==> src/verilog/scfg_pkg.sv <==
/*
 Constants, field layout, reset values and types of the serial
 configuration register bank.
 Assumes a 20 MHz system clock and byte-wide register locations.
*/
package scfg_pkg;
	// =====================================================
	// Timing
	localparam int          SYS_CLK_MHZ  = 20;
	localparam int          SOFT_RST_NS  = 750;
	localparam logic [4:0]  SOFT_RST_CYC = 5'(SOFT_RST_NS * SYS_CLK_MHZ / 1000);

	// =====================================================
	// Register offsets
	localparam int          ADDR_W       = 15;
	localparam logic [14:0] OFS_CFG      = 15'h0000;
	localparam logic [14:0] OFS_MODE     = 15'h0002;
	localparam logic [14:0] OFS_ID_LO    = 15'h000c;
	localparam logic [14:0] OFS_ID_HI    = 15'h000d;
	localparam logic [14:0] OFS_STREAM   = 15'h0010;

	// =====================================================
	// Fields and reset values
	localparam int          CFG_RST_BIT  = 7;
	localparam int          CFG_ASC_BIT  = 5;
	localparam int          CFG_SDO_BIT  = 4;
	localparam int          STR_HOLD_BIT = 0;
	localparam int          HDR_RD_BIT   = 7;
	localparam logic [7:0]  CFG_RST      = 8'h30;
	localparam logic [7:0]  MODE_RST     = 8'h00;
	localparam logic [7:0]  STREAM_RST   = 8'h00;
	localparam logic [7:0]  UNMAPPED_VAL = 8'h00;
	localparam logic [1:0]  MODE_NORMAL  = 2'h0;
	localparam logic [1:0]  MODE_PDN     = 2'h3;

	// =====================================================
	// Types
	typedef enum logic [1:0] {
		SCFG_IDLE,
		SCFG_HDR,
		SCFG_DATA
	} scfg_fsm_t;

	typedef struct packed {
		scfg_fsm_t   fsm;
		logic        sclk_q;
		logic        cs_q;
		logic        hdr_hi;
		logic        rd;
		logic [14:0] addr;
		logic        asc;
		logic        hold;
		logic [7:0]  cfg;
		logic [7:0]  mode;
		logic [7:0]  stream;
		logic [4:0]  rst_cnt;
		logic        tx_load;
		logic [7:0]  tx_byte;
	} scfg_main_t;

	typedef struct packed {
		logic [2:0] bit_cnt;
		logic [7:0] rx_sh;
		logic [7:0] tx_sh;
		logic       sdo;
		logic       done;
		logic [7:0] rx_byte;
	} scfg_shift_t;

	typedef struct packed {
		logic s1;
		logic s2;
	} scfg_sync_t;
endpackage

==> src/verilog/scfg_link_if.sv <==
/*
 Internal link between the register bank and its bit shifter.
 Assumes both ends run on sys_clk.
*/
`timescale 1ns/1ps
interface scfg_link_if;
	logic       rise;
	logic       fall;
	logic       sdi;
	logic       active;
	logic       byte_done;
	logic [7:0] rx_byte;
	logic       tx_load;
	logic [7:0] tx_byte;
	logic       sdo;

	modport ctl (
		output rise,
		output fall,
		output sdi,
		output active,
		output tx_load,
		output tx_byte,
		input  byte_done,
		input  rx_byte,
		input  sdo
	);
	modport shf (
		input  rise,
		input  fall,
		input  sdi,
		input  active,
		input  tx_load,
		input  tx_byte,
		output byte_done,
		output rx_byte,
		output sdo
	);
endinterface

==> src/verilog/scfg_bank.sv <==
/*
 Serial configuration register bank with its four-wire serial slave.
 Assumes host frames: chip select low, 16-bit header (read flag then
 15-bit address), then data bytes, clock idle low, MSB first.
*/
// Operation
// - Writing 1 to the reset trigger resets every register, this one included.
// - The reset trigger clears itself and always reads 0.
// - Without hold, direction 0 steps the address down and 1 steps it up.
// - The output pin flag reads 1 always; reads go out only on the data out pin.
// - Mode 0 is normal operation and mode 3 powers the whole device down.
// - A read-only 16-bit maker code sits at offset 0xc and ignores writes.
// - With hold set the address stays fixed for the whole stream.
// - The interface configuration register reads 0x30 after reset.
`timescale 1ns/1ps
module scfg_bank
	import scfg_pkg::*;
#(
	// Arbitrary neutral value
	parameter logic [15:0] MAKER_ID = 16'h5a3c
) (
	input  wire logic  sys_clk,
	input  wire logic  nrst,
	input  wire logic  spi_sclk,
	input  wire logic  spi_cs_n,
	input  wire logic  spi_sdi,
	output logic       spi_sdo,
	output logic       chip_reset,
	output logic [1:0] power_mode,
	output logic       full_power_down,
	output logic       addr_ascend,
	output logic       addr_hold
);
	// =====================================================
	// Pin synchronisers
	logic sclk_s;
	logic cs_n_s;
	logic sdi_s;
	logic cs_act;

	scfg_sync #(.INIT(1'b0)) u_sync_sclk (
		.sys_clk (sys_clk),
		.nrst    (nrst),
		.pin     (spi_sclk),
		.sync    (sclk_s)
	);
	scfg_sync #(.INIT(1'b1)) u_sync_cs (
		.sys_clk (sys_clk),
		.nrst    (nrst),
		.pin     (spi_cs_n),
		.sync    (cs_n_s)
	);
	scfg_sync #(.INIT(1'b0)) u_sync_sdi (
		.sys_clk (sys_clk),
		.nrst    (nrst),
		.pin     (spi_sdi),
		.sync    (sdi_s)
	);

	assign cs_act = !cs_n_s;

	// =====================================================
	// Shifter
	scfg_link_if link ();
	scfg_main_t  st_r;
	scfg_main_t  st_nxt;

	scfg_shift u_shift (
		.sys_clk (sys_clk),
		.nrst    (nrst),
		.link    (link.shf)
	);

	assign link.active  = (st_r.fsm != SCFG_IDLE) && (st_r.rst_cnt == 5'h00);
	assign link.rise    = sclk_s && !st_r.sclk_q;
	assign link.fall    = !sclk_s && st_r.sclk_q;
	assign link.sdi     = sdi_s;
	assign link.tx_load = st_r.tx_load;
	assign link.tx_byte = st_r.tx_byte;
	assign spi_sdo      = link.sdo;

	// =====================================================
	// Read view
	function automatic logic [7:0] rd_byte(input logic [14:0] a);
		logic [7:0] v;
		v = UNMAPPED_VAL;
		case (a)
			OFS_CFG: begin
				v              = st_r.cfg;
				v[CFG_RST_BIT] = 1'b0;
				v[CFG_SDO_BIT] = 1'b1;
			end
			OFS_MODE: begin
				v = st_r.mode;
			end
			OFS_ID_LO: begin
				v = MAKER_ID[7:0];
			end
			OFS_ID_HI: begin
				v = MAKER_ID[15:8];
			end
			OFS_STREAM: begin
				v = st_r.stream;
			end
			default: begin
				v = UNMAPPED_VAL;
			end
		endcase
		return v;
	endfunction

	// =====================================================
	// Address stepping
	function automatic logic [14:0] step(
		input logic [14:0] a,
		input logic        asc,
		input logic        hold
	);
		logic [14:0] n;
		n = a;
		if (hold) begin
			n = a;
		end else if (asc) begin
			n = a + 15'h0001;
		end else begin
			n = a - 15'h0001;
		end
		return n;
	endfunction

	// =====================================================
	// Frame and register logic
	logic [14:0] next_addr;

	always_comb begin
		st_nxt         = st_r;
		st_nxt.tx_load = 1'b0;
		st_nxt.sclk_q  = sclk_s;
		st_nxt.cs_q    = cs_act;
		next_addr      = step(st_r.addr, st_r.asc, st_r.hold);
		if (st_r.rst_cnt != 5'h00) begin
			// Frames ignored while the chip resets
			st_nxt.rst_cnt = st_r.rst_cnt - 5'h01;
			st_nxt.fsm     = SCFG_IDLE;
		end else begin
			unique case (st_r.fsm)
				SCFG_IDLE: begin
					if (cs_act && !st_r.cs_q) begin
						st_nxt.fsm    = SCFG_HDR;
						st_nxt.hdr_hi = 1'b0;
					end
				end
				SCFG_HDR: begin
					if (!cs_act) begin
						st_nxt.fsm = SCFG_IDLE;
					end else if (link.byte_done && !st_r.hdr_hi) begin
						st_nxt.hdr_hi     = 1'b1;
						st_nxt.rd         = link.rx_byte[HDR_RD_BIT];
						st_nxt.addr[14:8] = link.rx_byte[6:0];
					end else if (link.byte_done) begin
						st_nxt.addr[7:0] = link.rx_byte;
						st_nxt.asc       = st_r.cfg[CFG_ASC_BIT];
						st_nxt.hold      = st_r.stream[STR_HOLD_BIT];
						st_nxt.fsm       = SCFG_DATA;
						if (st_r.rd) begin
							st_nxt.tx_load = 1'b1;
							st_nxt.tx_byte = rd_byte({st_r.addr[14:8], link.rx_byte});
						end
					end
				end
				SCFG_DATA: begin
					if (!cs_act) begin
						st_nxt.fsm = SCFG_IDLE;
					end else if (link.byte_done) begin
						st_nxt.addr = next_addr;
						if (st_r.rd) begin
							st_nxt.tx_load = 1'b1;
							st_nxt.tx_byte = rd_byte(next_addr);
						end else begin
							case (st_r.addr)
								OFS_CFG: begin
									if (link.rx_byte[CFG_RST_BIT]) begin
										// Whole bank back to reset values
										st_nxt.cfg     = CFG_RST;
										st_nxt.mode    = MODE_RST;
										st_nxt.stream  = STREAM_RST;
										st_nxt.asc     = 1'b1;
										st_nxt.hold    = 1'b0;
										st_nxt.rst_cnt = SOFT_RST_CYC;
										st_nxt.fsm     = SCFG_IDLE;
									end else begin
										st_nxt.cfg = link.rx_byte;
									end
								end
								OFS_MODE: begin
									st_nxt.mode = link.rx_byte;
								end
								OFS_STREAM: begin
									st_nxt.stream = link.rx_byte;
								end
								default: begin
									// Read-only and unmapped ignore writes
									st_nxt.fsm = SCFG_DATA;
								end
							endcase
						end
					end
				end
			endcase
		end
	end

	always_ff @(posedge sys_clk or negedge nrst) begin
		if (!nrst) begin
			st_r         <= '0;
			st_r.fsm     <= SCFG_IDLE;
			st_r.cs_q    <= 1'b0;
			st_r.asc     <= 1'b1;
			st_r.cfg     <= CFG_RST;
			st_r.mode    <= MODE_RST;
			st_r.stream  <= STREAM_RST;
		end else begin
			st_r <= st_nxt;
		end
	end

	// =====================================================
	// Control outputs
	assign chip_reset      = (st_r.rst_cnt != 5'h00);
	assign power_mode      = st_r.mode[1:0];
	assign full_power_down = (st_r.mode[1:0] == MODE_PDN);
	assign addr_ascend     = st_r.cfg[CFG_ASC_BIT];
	assign addr_hold       = st_r.stream[STR_HOLD_BIT];
endmodule // scfg_bank

==> src/verilog/scfg_sync.sv <==
/*
 Two flip-flop synchroniser for one pin.
 Assumes the pin is asynchronous to sys_clk.
*/
`timescale 1ns/1ps
module scfg_sync
	import scfg_pkg::*;
#(
	parameter logic INIT = 1'b0
) (
	input  wire logic sys_clk,
	input  wire logic nrst,
	input  wire logic pin,
	output logic      sync
);
	scfg_sync_t st_r;
	scfg_sync_t st_nxt;

	always_comb begin
		st_nxt    = st_r;
		st_nxt.s1 = pin;
		st_nxt.s2 = st_r.s1;
	end

	always_ff @(posedge sys_clk or negedge nrst) begin
		if (!nrst) begin
			st_r <= '{s1: INIT, s2: INIT};
		end else begin
			st_r <= st_nxt;
		end
	end

	assign sync = st_r.s2;
endmodule // scfg_sync

==> src/verilog/scfg_shift.sv <==
/*
 Byte shifter: samples data on clock rise, drives data on clock fall,
 most significant bit first.
 Assumes edge strobes already synchronised by the register bank.
*/
`timescale 1ns/1ps
module scfg_shift
	import scfg_pkg::*;
(
	input  wire logic sys_clk,
	input  wire logic nrst,
	scfg_link_if.shf  link
);
	scfg_shift_t st_r;
	scfg_shift_t st_nxt;

	always_comb begin
		st_nxt      = st_r;
		st_nxt.done = 1'b0;
		if (!link.active) begin
			st_nxt.bit_cnt = 3'h0;
			st_nxt.sdo     = 1'b0;
		end else begin
			if (link.rise) begin
				st_nxt.rx_sh   = {st_r.rx_sh[6:0], link.sdi};
				st_nxt.bit_cnt = st_r.bit_cnt + 3'h1;
				if (st_r.bit_cnt == 3'h7) begin
					st_nxt.done    = 1'b1;
					st_nxt.rx_byte = {st_r.rx_sh[6:0], link.sdi};
				end
			end
			// Load outranks shift
			if (link.tx_load) begin
				st_nxt.tx_sh = link.tx_byte;
			end else if (link.fall) begin
				st_nxt.sdo   = st_r.tx_sh[7];
				st_nxt.tx_sh = {st_r.tx_sh[6:0], 1'b0};
			end
		end
	end

	always_ff @(posedge sys_clk or negedge nrst) begin
		if (!nrst) begin
			st_r <= '0;
		end else begin
			st_r <= st_nxt;
		end
	end

	assign link.byte_done = st_r.done;
	assign link.rx_byte   = st_r.rx_byte;
	assign link.sdo       = st_r.sdo;
endmodule // scfg_shift

==> config.mk <==
export PLATFORM = sky130hd
export DESIGN_NAME = scfg_bank
export DESIGN_NICKNAME = d
export VERILOG_FILES = /design/src/verilog/scfg_pkg.sv /design/src/verilog/scfg_link_if.sv /design/src/verilog/scfg_bank.sv /design/src/verilog/scfg_sync.sv /design/src/verilog/scfg_shift.sv
export SDC_FILE = /design/constraint.sdc
export NUM_CORES = 1
export LEC_CHECK = 0
export ABC_AREA = 1
export BUFFER_PORTS_ARGS = -buffer_cell sky130_fd_sc_hd__buf_2
export CORE_AREA = 2 2 112 114
export DETAILED_ROUTE_END_ITERATION = 8
export DIE_AREA = 0 0 114 116
export PLACE_DENSITY_LB_ADDON = 0.25
export SYNTH_ARGS = -nofsm -noshare
export SYNTH_HDL_FRONTEND = slang
export SYNTH_HIERARCHICAL = 1
export SYNTH_SLANG_ARGS = --single-unit
==> constraint.sdc <==
create_clock -name sys_clk -period 3.2 [get_ports sys_clk]
set_input_delay 0.8 -clock sys_clk [delete_from_list [all_inputs] [get_ports sys_clk]]
set_output_delay 0.8 -clock sys_clk [all_outputs]
set_load 0.1 [all_outputs]
==> results.md, run 1 <==
- Status: completed
- CP Capture Type: register
- Top FF cell, synth: dfrtp_1
- Reg2reg path depth: 18
- Post-synthesis mux area share: 0%
- # hold bufs at CTS: 0
- Share of layout cells above drive strength 1: 18.8%
- LEAKAGE: about 3.6 nW
- Die height: around 120 um
- Routed vias: about 5900
- Reg power frac: 28.5%
- Worst-path maximum fanout: 5
- Post-Synth Adder-Cell Area: under 10%
- R2R Path End: link.tx_byte[1]
- Power share of the clock group: 22.5%
- Hold EP: u_sync_sclk/sync
- Mapped Area: about 6500 sq um
- Boundary Pins: 12
- Final Hold Vio Count: 0
- Endpoints failing setup: 0
- Gpl congestion: 0.991
- Simple-Gate Fraction of Synth Area: between 30% and 40%
- Hold path depth: 0
- Vias per cell: 5.54
- Sw power: roughly 2.3 mW
- Switching part of the total: 43.3%
- CTS sink count: 93
- Iter 0 DRT Violations: between 500 and 600
- Worst rel slew slack: around 63%
- Power Density: 723 nW/um^2
- Gr ovfl total: 0
- Root buffer cell: clkbuf_16
- Crit Path Category: register to register
- Register area: roughly 2300 sq um
- Synth Area in Compound Gates: approximately an eighth
- Clock H-tree levels: 3
- Total GRT Usage: 25.8%
- FILL cells: about 1100
- P_int: between 2 and 3 mW
- Min-delay src: u_sync_sclk/st_nxt[0]
- Area after DPL: ~6600 sq um
- Critical path launch point: st_r[39]
- Post-Syn Instances: 904
- Initial antenna violation count: 0
- Initial Utilization: a little over half
- #FFs+latches synth: between 90 and 100
- Fin nets: 940
- Synth cell types: 50
- Commonest non-fill, non-tap cell in the layout: nand2_1
- Most frequent cells in the layout: 280 x nand2_1, 109 x inv_1, 89 x dfrtp_1, 70 x nand3_1, 55 x nor2_1
- Final worst path period share: a little over 90%
- Antenna Nets Post-Route: 0
- Total core area: roughly 12000 sq um
- Post-synth ARST share: between 90% and 100%
- Post-synthesis xor/xnor area fraction: less than 1%
- Buffer depth of the longest clock path: 2
- Pre-antenna DRT Iters: 5
- Die area: 13200 sq um
- Post-synth EDFFs: 0
- Pin count of the biggest net entering global routing: 42
- Max_cap viols: 0
- CP Launch Type: register
- Syn nets: about 930
- FF-to-FF Start: st_r[39]
- Final Critical Period: 2950 ps
- Worst hold path type: register to register
- Die X: approximately 110 um
- DP Wirelength: 11.9 mm
- FMAX: between 300 and 400 MHz
- Register area share after synthesis: between 30 and 40%
- Hold WS: ~350 ps
- Max-slew violation count: 0
- Overall Power: 5.20 mW
- N_diodes: 0
- Routed WL: roughly 16 mm
- Syn-to-layout area delta: 11.2%
- Area taken by multi-input logic gates: about 3600 sq um
- Fin area: 7200 sq um
- Cts bufs inserted: 9
- Wirelength per Cell: between 15 and 20 um
- Worst endpoint required time: approximately 3500 ps
- Input/output buffers: 11
- CP Data Arrival Time: roughly 3200 ps
- Combinational Power Share: about half
- CTS tree: done
- Yosys warns: 6
- Largest family of logic cells by synthesized area: simple AND/OR/NAND/NOR gates
- Clk_lat worst skew: about 360 ps
- Reg2Reg Setup Slack: about 250 ps
- First-pass GRT wire length: 26.8 mm
- Clock transition at path regs: ~70 ps
- Worst slew pin tran: ~550 ps
- Avg Cell Area, Syn: just over 7 sq um
- DRC viols: 0
- Clock skew: approximately 10 ps
- Max VDD drop: ~0.0005 V
- Vias in the first global route: between 5000 and 6000
- Row count: 40
-- what timing repair did --
action,4_1_cts,5_1_grt
buffers inserted,0,8
endpoints found under the setup margin,0,8
resized for setup,0,35
-- area by class of cell --
type | count | share of cell area (%)
clock inverters | 6 | 1.34
repair buffers | 30 | 3.36
inverters | 125 | 6.61
multi-input cells | 656 | 50.5
flip-flops and latches | 93 | 32.4
clock buffers | 10 | 3.18
well taps | 147 | 2.56
-- cells in the mapped netlist, types with 6 or more instances --
| cell | number | share of area, % |
|---|---|---|
| nor2_4 | 8 | 1.4 |
| o21ai_0 | 29 | 2.2 |
| nor3_1 | 8 | 0.62 |
| nand3_2 | 6 | 0.93 |
| nor2_2 | 14 | 1.4 |
| ha_1 | 19 | 3.7 |
| o21ai_2 | 26 | 3.5 |
| or2_2 | 8 | 0.77 |
| nor2_1 | 58 | 3.4 |
| inv_1 | 111 | 6.4 |
| nand2_2 | 11 | 1.1 |
| nand3_1 | 73 | 5.6 |
| a31oi_1 | 7 | 0.68 |
| dfrtp_1 | 89 | 34 |
| buf_4 | 14 | 1.6 |
| a21oi_1 | 24 | 1.9 |
| inv_2 | 12 | 0.70 |
| nand2_1 | 284 | 16 |
| nand4_1 | 30 | 2.9 |
| clkbuf_1 | 6 | 0.35 |
| o31ai_1 | 6 | 0.70 |
| a22oi_1 | 7 | 0.81 |
-- power groups by stage --
stage | combinational, mW | clock [mW] | sequential, mW
2_1_floorplan | 1.85 | 0 | 1.48
6_report | 2.55 | 1.17 | 1.49
4_1_cts | 2.32 | 1.20 | 1.47
3_5_place_dp | 2.30 | 0 | 1.49
5_1_grt | 2.88 | 1.24 | 1.51
3_3_place_gp | 2.28 | 0 | 1.49
-- sequential cells by signal (all words and copies together) (netlist names), 2 cells and up --
register / flops
power_mode: 2
st_r: 46
link.tx_byte: 8
u_shift/link.rx_byte: 8
u_shift/st_r: 18
-- how the worst max path moves through the flow --
stage                     cells past startpoint  slack, ps               to
after floorplan                              18        530  link.tx_byte[0]
after global placement                       17        130  link.tx_byte[1]
after detailed placement                     17         60  link.tx_byte[1]
after CTS                                    17         30  link.tx_byte[1]
after global routing                         19        -70  link.tx_byte[0]
final                                        18        250  link.tx_byte[1]
-- critical path: stages (launching register included) --
cell and delay (ps):
dfstp_2 560, clkinvlp_4 110, buf_4 180, ha_2 380, nand2_2 100, nor2_2 140, and2_1 140, nand2_1 90
nand2_1 90, nand2_1 60, nand3_2 70, nand3_2 110, nor2_4 190, nand3_1 170, nand3_1 150, nor2_1 60
nor2_2 90, nand2_1 70, a21oi_1 120
-- metal layers --
| layer | share of wire, % | routed length (um) | up-vias | track usage (%) |
|---|---|---|---|---|
| li1 | - | - | 2943 | - |
| met1 | 47 | 7710 | 2750 | 36.7 |
| met2 | 45 | 7420 | 199 | 40.5 |
| met3 | 5.8 | 956 | 24 | 5.49 |
| met4 | 1.7 | 276 | 0 | 6.26 |
| met5 | 0 | 0 | - | 0 |
-- cell families (layout without fill, tap and decap cells) --
group / Yosys count / after routing
buf+inv: 156 / 171
fa+ha+maj: 20 / 20
compound gates: 115 / 115
simple gates: 517 / 518
flops: 93 / 93
xor+xnor: 3 / 3
-- metrics by stage --
step,util (%),setup slack (ps),setup TNS [ps],instances
detailed placement,55.5,55.6,0,1042
CTS,58.2,32.7,0,1058
global placement,55.5,131,0,1042
floorplan,-,532,0,904
finish,60.4,247,0,1067
global route,60.4,-67.8,-152,1067
Power figures use the tool's default switching activity.
==> inputs of run 2 (changes only) <==
- SETUP_SLACK_MARGIN: default -> 0.5
==> run 2 against run 1 <==
Effect of this change: first-iteration DRC count up 7.6%; setup slack worse by 120 ps; clock power hardly changed; sequential cell count did not move; hold slack about the same; sequential power is essentially flat; count of clock-buffer cells in the layout is the same; critical path depth rose by 1; die area unchanged; largest power group unchanged.
==> results.md, run 2 (same netlist as run 1, synthesis figures left out) <==
- CP Data Arrival Time: 3350 ps (was 3230 ps)
- DP Wirelength: 11.9 mm (unchanged)
- Worst rel slew slack: 62.2% (was 63.4%)
- # hold bufs at CTS: 0 (unchanged)
- Crit Path Category: register to register (unchanged)
- N_diodes: 0 (unchanged)
- Met2 usage: 43.0% (was 40.5%)
- Syn-to-layout area delta: 21.1% (was 11.2%)
- Routed WL: 17.6 mm (was 16.4 mm)
- First-pass GRT wire length: 28.1 mm (was 26.8 mm)
- Initial Utilization: 54.3% (unchanged)
- Gr ovfl total: 0 (unchanged)
- Clk_lat worst skew: 350 ps (was 360 ps)
- Post-route setup slack: 127 ps (was 247 ps)
- Hold WS: 349 ps (was 348 ps)
- Commonest non-fill, non-tap cell in the layout: nand2_1 (unchanged)
- Clock H-tree levels: 3 (unchanged)
- Hold path depth: 0 (unchanged)
- CTS sink count: 93 (unchanged)
- Worst slew pin tran: 564 ps (was 547 ps)
- Gr busiest metal: met2 (unchanged)
- Wirelength per Cell: 16.2 um (was 15.3 um)
- Max VDD drop: 0.000486 V (was 0.000493 V)
- Row count: 40 (unchanged)
- Worst hold path type: register to register (unchanged)
- Die area: 13200 sq um (unchanged)
- Worst endpoint required time: 3480 ps (about the same)
- Largest register FFs: 46 (unchanged)
- Power Density: 741 nW/um^2 (was 723 nW/um^2)
- FMAX: 325 MHz (was 339 MHz)
- Largest Register: st_r (unchanged)
- Fin nets: 958 (was 940)
- Share of layout cells above drive strength 1: 28.6% (was 18.8%)
- Reg2Reg Setup Slack: 130 ps (was 250 ps)
- Final Critical Period: 3070 ps (was 2950 ps)
- Max_cap viols: 0 (unchanged)
- Routed vias: 6147 (was 5916)
- Reg2reg path depth: 19 (was 18)
- Vias per cell: 5.67 (was 5.54)
- Final Hold Vio Count: 0 (unchanged)
- Input/output buffers: 11 (unchanged)
- Final worst path period share: 96.0% (was 92.3%)
- Most frequent cells in the layout: 238 x nand2_1, 104 x inv_1, 89 x dfrtp_1, 56 x nand3_1, 50 x nor2_1 (was 280 x nand2_1, 109 x inv_1, 89 x dfrtp_1, 70 x nand3_1, 55 x nor2_1)
- Endpoints failing setup: 0 (unchanged)
- CP Launch Type: register (unchanged)
- Worst-path maximum fanout: 6 (was 5)
- FILL cells: 1032 (was 1128)
- Pin count of the biggest net entering global routing: 42 (unchanged)
- Buffer depth of the longest clock path: 2 (unchanged)
- Boundary Pins: 12 (unchanged)
- Biggest regs: st_r: 46 flops, u_shift/st_r: 18 flops (unchanged)
- Iter 0 DRT Violations: 580 (was 539)
- RSZ-0062 raised after global routing: true
- Pre-antenna DRT Iters: 5 (unchanged)
- Die height: 116 um (unchanged)
- Antenna Nets Post-Route: 0 (unchanged)
- Total GRT Usage: 27.1% (was 25.8%)
- DRC viols: 0 (unchanged)
- Area after DPL: 6610 sq um (unchanged)
- Status: completed (unchanged)
- Gpl congestion: 0.991 (unchanged)
- Die X: 114 um (unchanged)
- Total core area: 11900 sq um (unchanged)
- Clock transition at path regs: 70 ps (about the same)
- Post-route setup TNS: 0 ps (unchanged)
- Root buffer cell: clkbuf_16 (unchanged)
- CTS tree: done (unchanged)
- Vias in the first global route: 5567 (was 5322)
- LEAKAGE: 3.76 nW (was 3.57 nW)
- Fin area: 7840 sq um (was 7200 sq um)
- Initial antenna violation count: 0 (unchanged)
- GR Util met1: 37.5% (was 36.7%)
- Dpl ws: 55.6 ps (unchanged)
- Grt met3 use: 6.28% (was 5.49%)
- CP Capture Type: register (unchanged)
- Clock skew: 10.7 ps (was 10.2 ps)
- Cts bufs inserted: 9 (unchanged)
- Max-slew violation count: 0 (unchanged)
## run 2: cell count changes in the layout (fill, tap and decap cells not counted), sizes merged
cell	delta
clkbuf	+1
buf	+15
nor2	+2
## run 2: area by class of cell
type | instances | area [sq um] | area share, %
Clock buffer | 10 | 229 | 2.92
Sequential cell | 93 | 2330 | 29.8
Clock inverter | 6 | 96.3 | 1.23
Timing Repair Buffer | 46 | 427 | 5.44
Inverter | 125 | 475 | 6.07
Tap cell | 147 | 184 | 2.35
Multi-Input combinational cell | 658 | 4090 | 52.2
## run 2: report_power, final
group	total [mW]	internal (mW)	leakage, nW	switching [mW]
Combinational	3.13	1.19	2.38	1.95
Sequential	1.50	1.35	1.23	0.151
Clock	1.17	0.694	0.155	0.477
Total	5.81	3.23	3.76	2.57
## run 2: routing by layer
layer | share of wire [%] | up-vias | routed length (um)
met2 | 47 | 236 | 8180
li1 | - | 2982 | -
met4 | 2.5 | 0 | 448
met3 | 6.5 | 40 | 1150
met5 | 0 | - | 0
met1 | 44 | 2889 | 7820
## run 2: worst paths after layout
path,startpoint,endpoint
max,st_r[39],link.tx_byte[2]
min,u_sync_sclk/st_nxt[0],u_sync_sclk/sync
max reg2reg,st_r[39],link.tx_byte[2]
min reg2reg,u_sync_sclk/st_nxt[0],u_sync_sclk/sync
max in group asynchronous,nrst,addr_ascend
min in group asynchronous,nrst,u_shift/st_r[12]
## run 2: stage by stage
step,std cells,util [%],total power [mW]
6_report,1085,65.8,5.81
5_1_grt,1085,65.8,6.22
2_1_floorplan,904,-,3.33
4_1_cts,1067,62.1,5.36
3_3_place_gp,1042,55.5,3.77
3_5_place_dp,1042,55.5,3.80
## run 2: critical path, stage by stage (launching register included)
cell and delay (ps):
dfstp_2 560, clkinvlp_4 180, buf_6 170, fa_2 390, nand3_2 100, nand3_4 110, nand2_1 90, nand2_1 60
o21ai_1 210, inv_2 90, nor2_4 120, nand2_4 110, nor2_4 210, buf_6 130, nand4_1 80, nand2_1 70
nor2_1 40, nor2_1 70, nand2_1 70, a21oi_2 120
## run 2: what timing repair did
item / in CTS / in global routing
buffers inserted: 8 / 15
gates resized for setup: 76 / 74
pin swaps: 18 / 59
setup endpoints to repair: 8 / 31
cloned: 1 / 3
==> inputs of run 3 (changes only) <==
- CORE_AREA: 2 2 112 114 -> 2 2 110 112
- DIE_AREA: 0 0 114 116 -> 0 0 112 114
- MAX_ROUTING_LAYER: default -> met4
- SYNTH_HIERARCHICAL: 1 -> default
==> run 3 against run 2 <==
Effect of this change: utilization down 5.2 points; non-clock buffer count is 12 lower; synthesized area is 3.1% lower; hold slack improved by 6.2 ps; die area down 3.4%; synthesized cell count is 5.4% lower; count of clock-buffer cells in the layout shrank 1; wire length down 9.0%; largest power group unchanged.
==> results.md, run 3 <==
- Status: completed (unchanged)
- Cts bufs inserted: 9 (unchanged)
- Synth area leaders: dfrtp_1 36%, nand2_1 15%, inv_1 6.2% (was dfrtp_1 34%, nand2_1 16%, inv_1 6.4%)
- Worst rel slew slack: 36.4% (was 62.2%)
- Total core area: 11700 sq um (was 11900 sq um)
- Routed vias: 5807 (was 6147)
- FILL cells: 1083 (was 1032)
- Max VDD drop: 0.000645 V (was 0.000486 V)
- Antenna Nets Post-Route: 0 (unchanged)
- Pre-antenna DRT Iters: 6 (was 5)
- Top FF cell, synth: dfrtp_1 (unchanged)
- Power share of the clock group: 21.3% (was 20.2%)
- Worst hold path type: register to register (unchanged)
- RSZ-0062 raised after global routing: true (unchanged)
- Total GRT Usage: 26.8% (was 27.1%)
- Dpl ws: 104 ps (was 55.6 ps)
- Max_cap viols: 0 (unchanged)
- Avg Cell Area, Syn: 7.33 sq um (was 7.16 sq um)
- Mapped Area: 6270 sq um (was 6470 sq um)
- Most frequent cell after synthesis: nand2_1 (unchanged)
- LEAKAGE: 3.47 nW (was 3.76 nW)
- Reg power frac: 29.2% (was 25.9%)
- Commonest non-fill, non-tap cell in the layout: nand2_1 (unchanged)
- Post-synth ARST share: 100% (unchanged)
- Iter 0 DRT Violations: 524 (was 580)
- Synth top cells by count: 247 x nand2_1, 103 x inv_1, 89 x dfrtp_1 (was 284 x nand2_1, 111 x inv_1, 89 x dfrtp_1)
- Largest register FFs: 46 (unchanged)
- Reg2reg path depth: 21 (was 19)
- CTS sink count: 93 (unchanged)
- Register area share after synthesis: 37.2% (was 36.0%)
- Max-slew violation count: 0 (unchanged)
- Most frequent cells in the layout: 240 x nand2_1, 102 x inv_1, 89 x dfrtp_1, 63 x nand3_1, 62 x o21ai_0 (was 238 x nand2_1, 104 x inv_1, 89 x dfrtp_1, 56 x nand3_1, 50 x nor2_1)
- Syn nets: 880 (was 929)
- #FFs+latches synth: 93 (unchanged)
- Final worst path period share: 89.6% (was 96.0%)
- Endpoints failing setup: 0 (unchanged)
- Post-route setup slack: 334 ps (was 127 ps)
- Final Util: 60.6% (was 65.8%)
- Boundary Pins: 12 (unchanged)
- Wirelength per Cell: 15.5 um (was 16.2 um)
- Crit Path Category: register to register (unchanged)
- Synth cell types: 55 (was 50)
- Die height: 114 um (was 116 um)
- Worst endpoint required time: 3500 ps (was 3480 ps)
- Clock transition at path regs: 70 ps (about the same)
- Post-synth EDFFs: 0 (unchanged)
- Buffer depth of the longest clock path: 2 (unchanged)
- Pin count of the biggest net entering global routing: 53 (was 42)
- Die area: 12800 sq um (was 13200 sq um)
- Top cell type's share of synthesized area: 35.5% (was 34.4%)
- CP Capture Type: register (unchanged)
- Gr ovfl total: 0 (unchanged)
- Switching part of the total: 45.1% (was 44.3%)
- Worst slew pin tran: 950 ps (was 564 ps)
- Cell accounting for the most synthesized area: dfrtp_1 (unchanged)
- Post-Syn Instances: 855 (was 904)
- Sw power: 2.28 mW (was 2.57 mW)
- DR WL met2: 7.54 mm (was 8.18 mm)
- Initial antenna violation count: 0 (unchanged)
- Largest Register: st_r (unchanged)
- First-pass GRT wire length: 26.6 mm (was 28.1 mm)
- DRC viols: 0 (unchanged)
- Root buffer cell: clkbuf_16 (unchanged)
- DR top layer: met4 (unchanged)
- CTS tree: done (unchanged)
- Final Hold Vio Count: 0 (unchanged)
- Biggest regs: st_r: 46 flops, u_shift.st_r: 18 flops (was st_r: 46 flops, u_shift/st_r: 18 flops)
- Clock H-tree levels: 3 (unchanged)
- Met3 wire length: 954 um (was 1.15 mm)
- Final Critical Period: 2870 ps (was 3070 ps)
- Yosys warns: 0 (was 6)
- Fin nets: 908 (was 958)
- Reg2Reg Setup Slack: 330 ps (was 130 ps)
- Worst-path maximum fanout: 7 (was 6)
- Combinational Power Share: 49.5% (was 53.9%)
- P_int: 2.78 mW (was 3.23 mW)
- Overall Power: 5.06 mW (was 5.81 mW)
- N_diodes: 0 (unchanged)
- Row count: 40 (unchanged)
- DP Wirelength: 11.8 mm (was 11.9 mm)
- Power Density: 713 nW/um^2 (was 741 nW/um^2)
- Clk_lat worst skew: 360 ps (was 350 ps)
- Hold path depth: 0 (unchanged)
- Syn-to-layout area delta: 13.2% (was 21.1%)
- Share of layout cells above drive strength 1: 18.2% (was 28.6%)
- Vias in the first global route: 5361 (was 5567)
- CP Launch Type: register (unchanged)
- Post-route setup TNS: 0 ps (unchanged)
- Gpl congestion: 0.975 (was 0.991)
- Met1 wire length: 7.11 mm (was 7.82 mm)
- Routed WL: 16.0 mm (was 17.6 mm)
- FMAX: 349 MHz (was 325 MHz)
- Die X: 112 um (was 114 um)
- Vias per cell: 5.61 (was 5.67)
- Input/output buffers: 11 (unchanged)
- CP Data Arrival Time: 3160 ps (was 3350 ps)
- Clock skew: 8.82 ps (was 10.7 ps)
- Initial Utilization: 53.5% (was 54.3%)
run 3: changes by cell type in the layout (fill, tap and decap cells not counted), moves of 7 or more:
cell,change
o21ai_0,+33
nand2_2,-30
o21ai_2,-14
nor2_4,-13
nand2_4,-8
nand3_4,-8
nor3_1,+8
nand3_1,+7
nand3_2,-7
run 3: stage by stage:
step	instances	hold WS, ps	instance area [sq um]
3_5_place_dp	1005	344	6460
3_3_place_gp	1005	333	6460
2_1_floorplan	855	331	6270
5_1_grt	1035	360	7100
6_report	1035	355	7100
4_1_cts	1035	360	7090
run 3: cell families (layout without fill, tap and decap cells):
| logic type | Yosys count | after routing | synth area share (%) |
|---|---|---|---|
| and+or+nand+nor | 470 | 470 | 36.3 |
| DFF | 93 | 93 | 37.2 |
| AOI/OAI and AO/OA | 133 | 133 | 12.7 |
| xor gates and xnor gates | 5 | 5 | 0.699 |
| adders and majority gates | 20 | 20 | 4.11 |
| buffers and inverters | 134 | 167 | 8.94 |
run 3: per-layer routing:
metal	global-route usage, %	vias up
li1	-	2867
met3	4.89	41
met5	-	-
met1	35.1	2702
met4	7.97	0
met2	43.2	197
run 3: cell type report:
cell class                      count  area [sq um]  area share, %
Clock buffer                        9           225           3.17
Multi-Input combinational cell    628          3580           50.4
Timing Repair Buffer               34           256           3.61
Clock inverter                      7          75.1           1.06
Tap cell                          147           184           2.59
Inverter                          117           444           6.26
Sequential cell                    93          2330           32.9
run 3: final timing paths:
| kind | from | to |
|---|---|---|
| min in group asynchronous | nrst | st_r[15] |
| max in group asynchronous | nrst | st_r[39] |
| worst max register to register | st_r[39] | link.tx_byte[0] |
| worst max-delay path | st_r[39] | link.tx_byte[0] |
| worst min-delay path | u_sync_sclk.st_nxt[0] | u_sync_sclk.sync |
| worst min register to register | u_sync_sclk.st_nxt[0] | u_sync_sclk.sync |
run 3: power groups by stage:
stage          clock [mW]  sequential [mW]  combinational [mW]
6_report             1.08             1.48                2.50
5_1_grt              1.14             1.49                2.77
4_1_cts              1.10             1.48                2.44
3_5_place_dp            0             1.48                2.18
3_3_place_gp            0             1.47                2.13
2_1_floorplan           0             1.46                1.78
run 3: repair_timing:
item / 4_1_cts / 5_1_grt
setup buffers: 14 / 0
pin swaps: 13 / 0
resized for setup: 36 / 2
setup endpoints to repair: 8 / 9
hold buffers: 0 / 0
endpoints found under the hold margin: 0 / 0
run 3: worst max-delay path: stages (launching register included):
cell	delay, ps
dfstp_2	550
clkinvlp_4	110
buf_6	160
fa_2	370
nand2_4	100
nand2_2	80
nand3b_4	100
nand2_4	60
nand2_2	70
nand2_1	60
nand2_1	60
nand3_1	90
nand2_2	140
nand2_4	80
nor2_8	170
and2_4	180
nand3_1	70
nand3_1	100
nand2_1	50
nand2_1	80
nand2_1	50
nand2_1	60
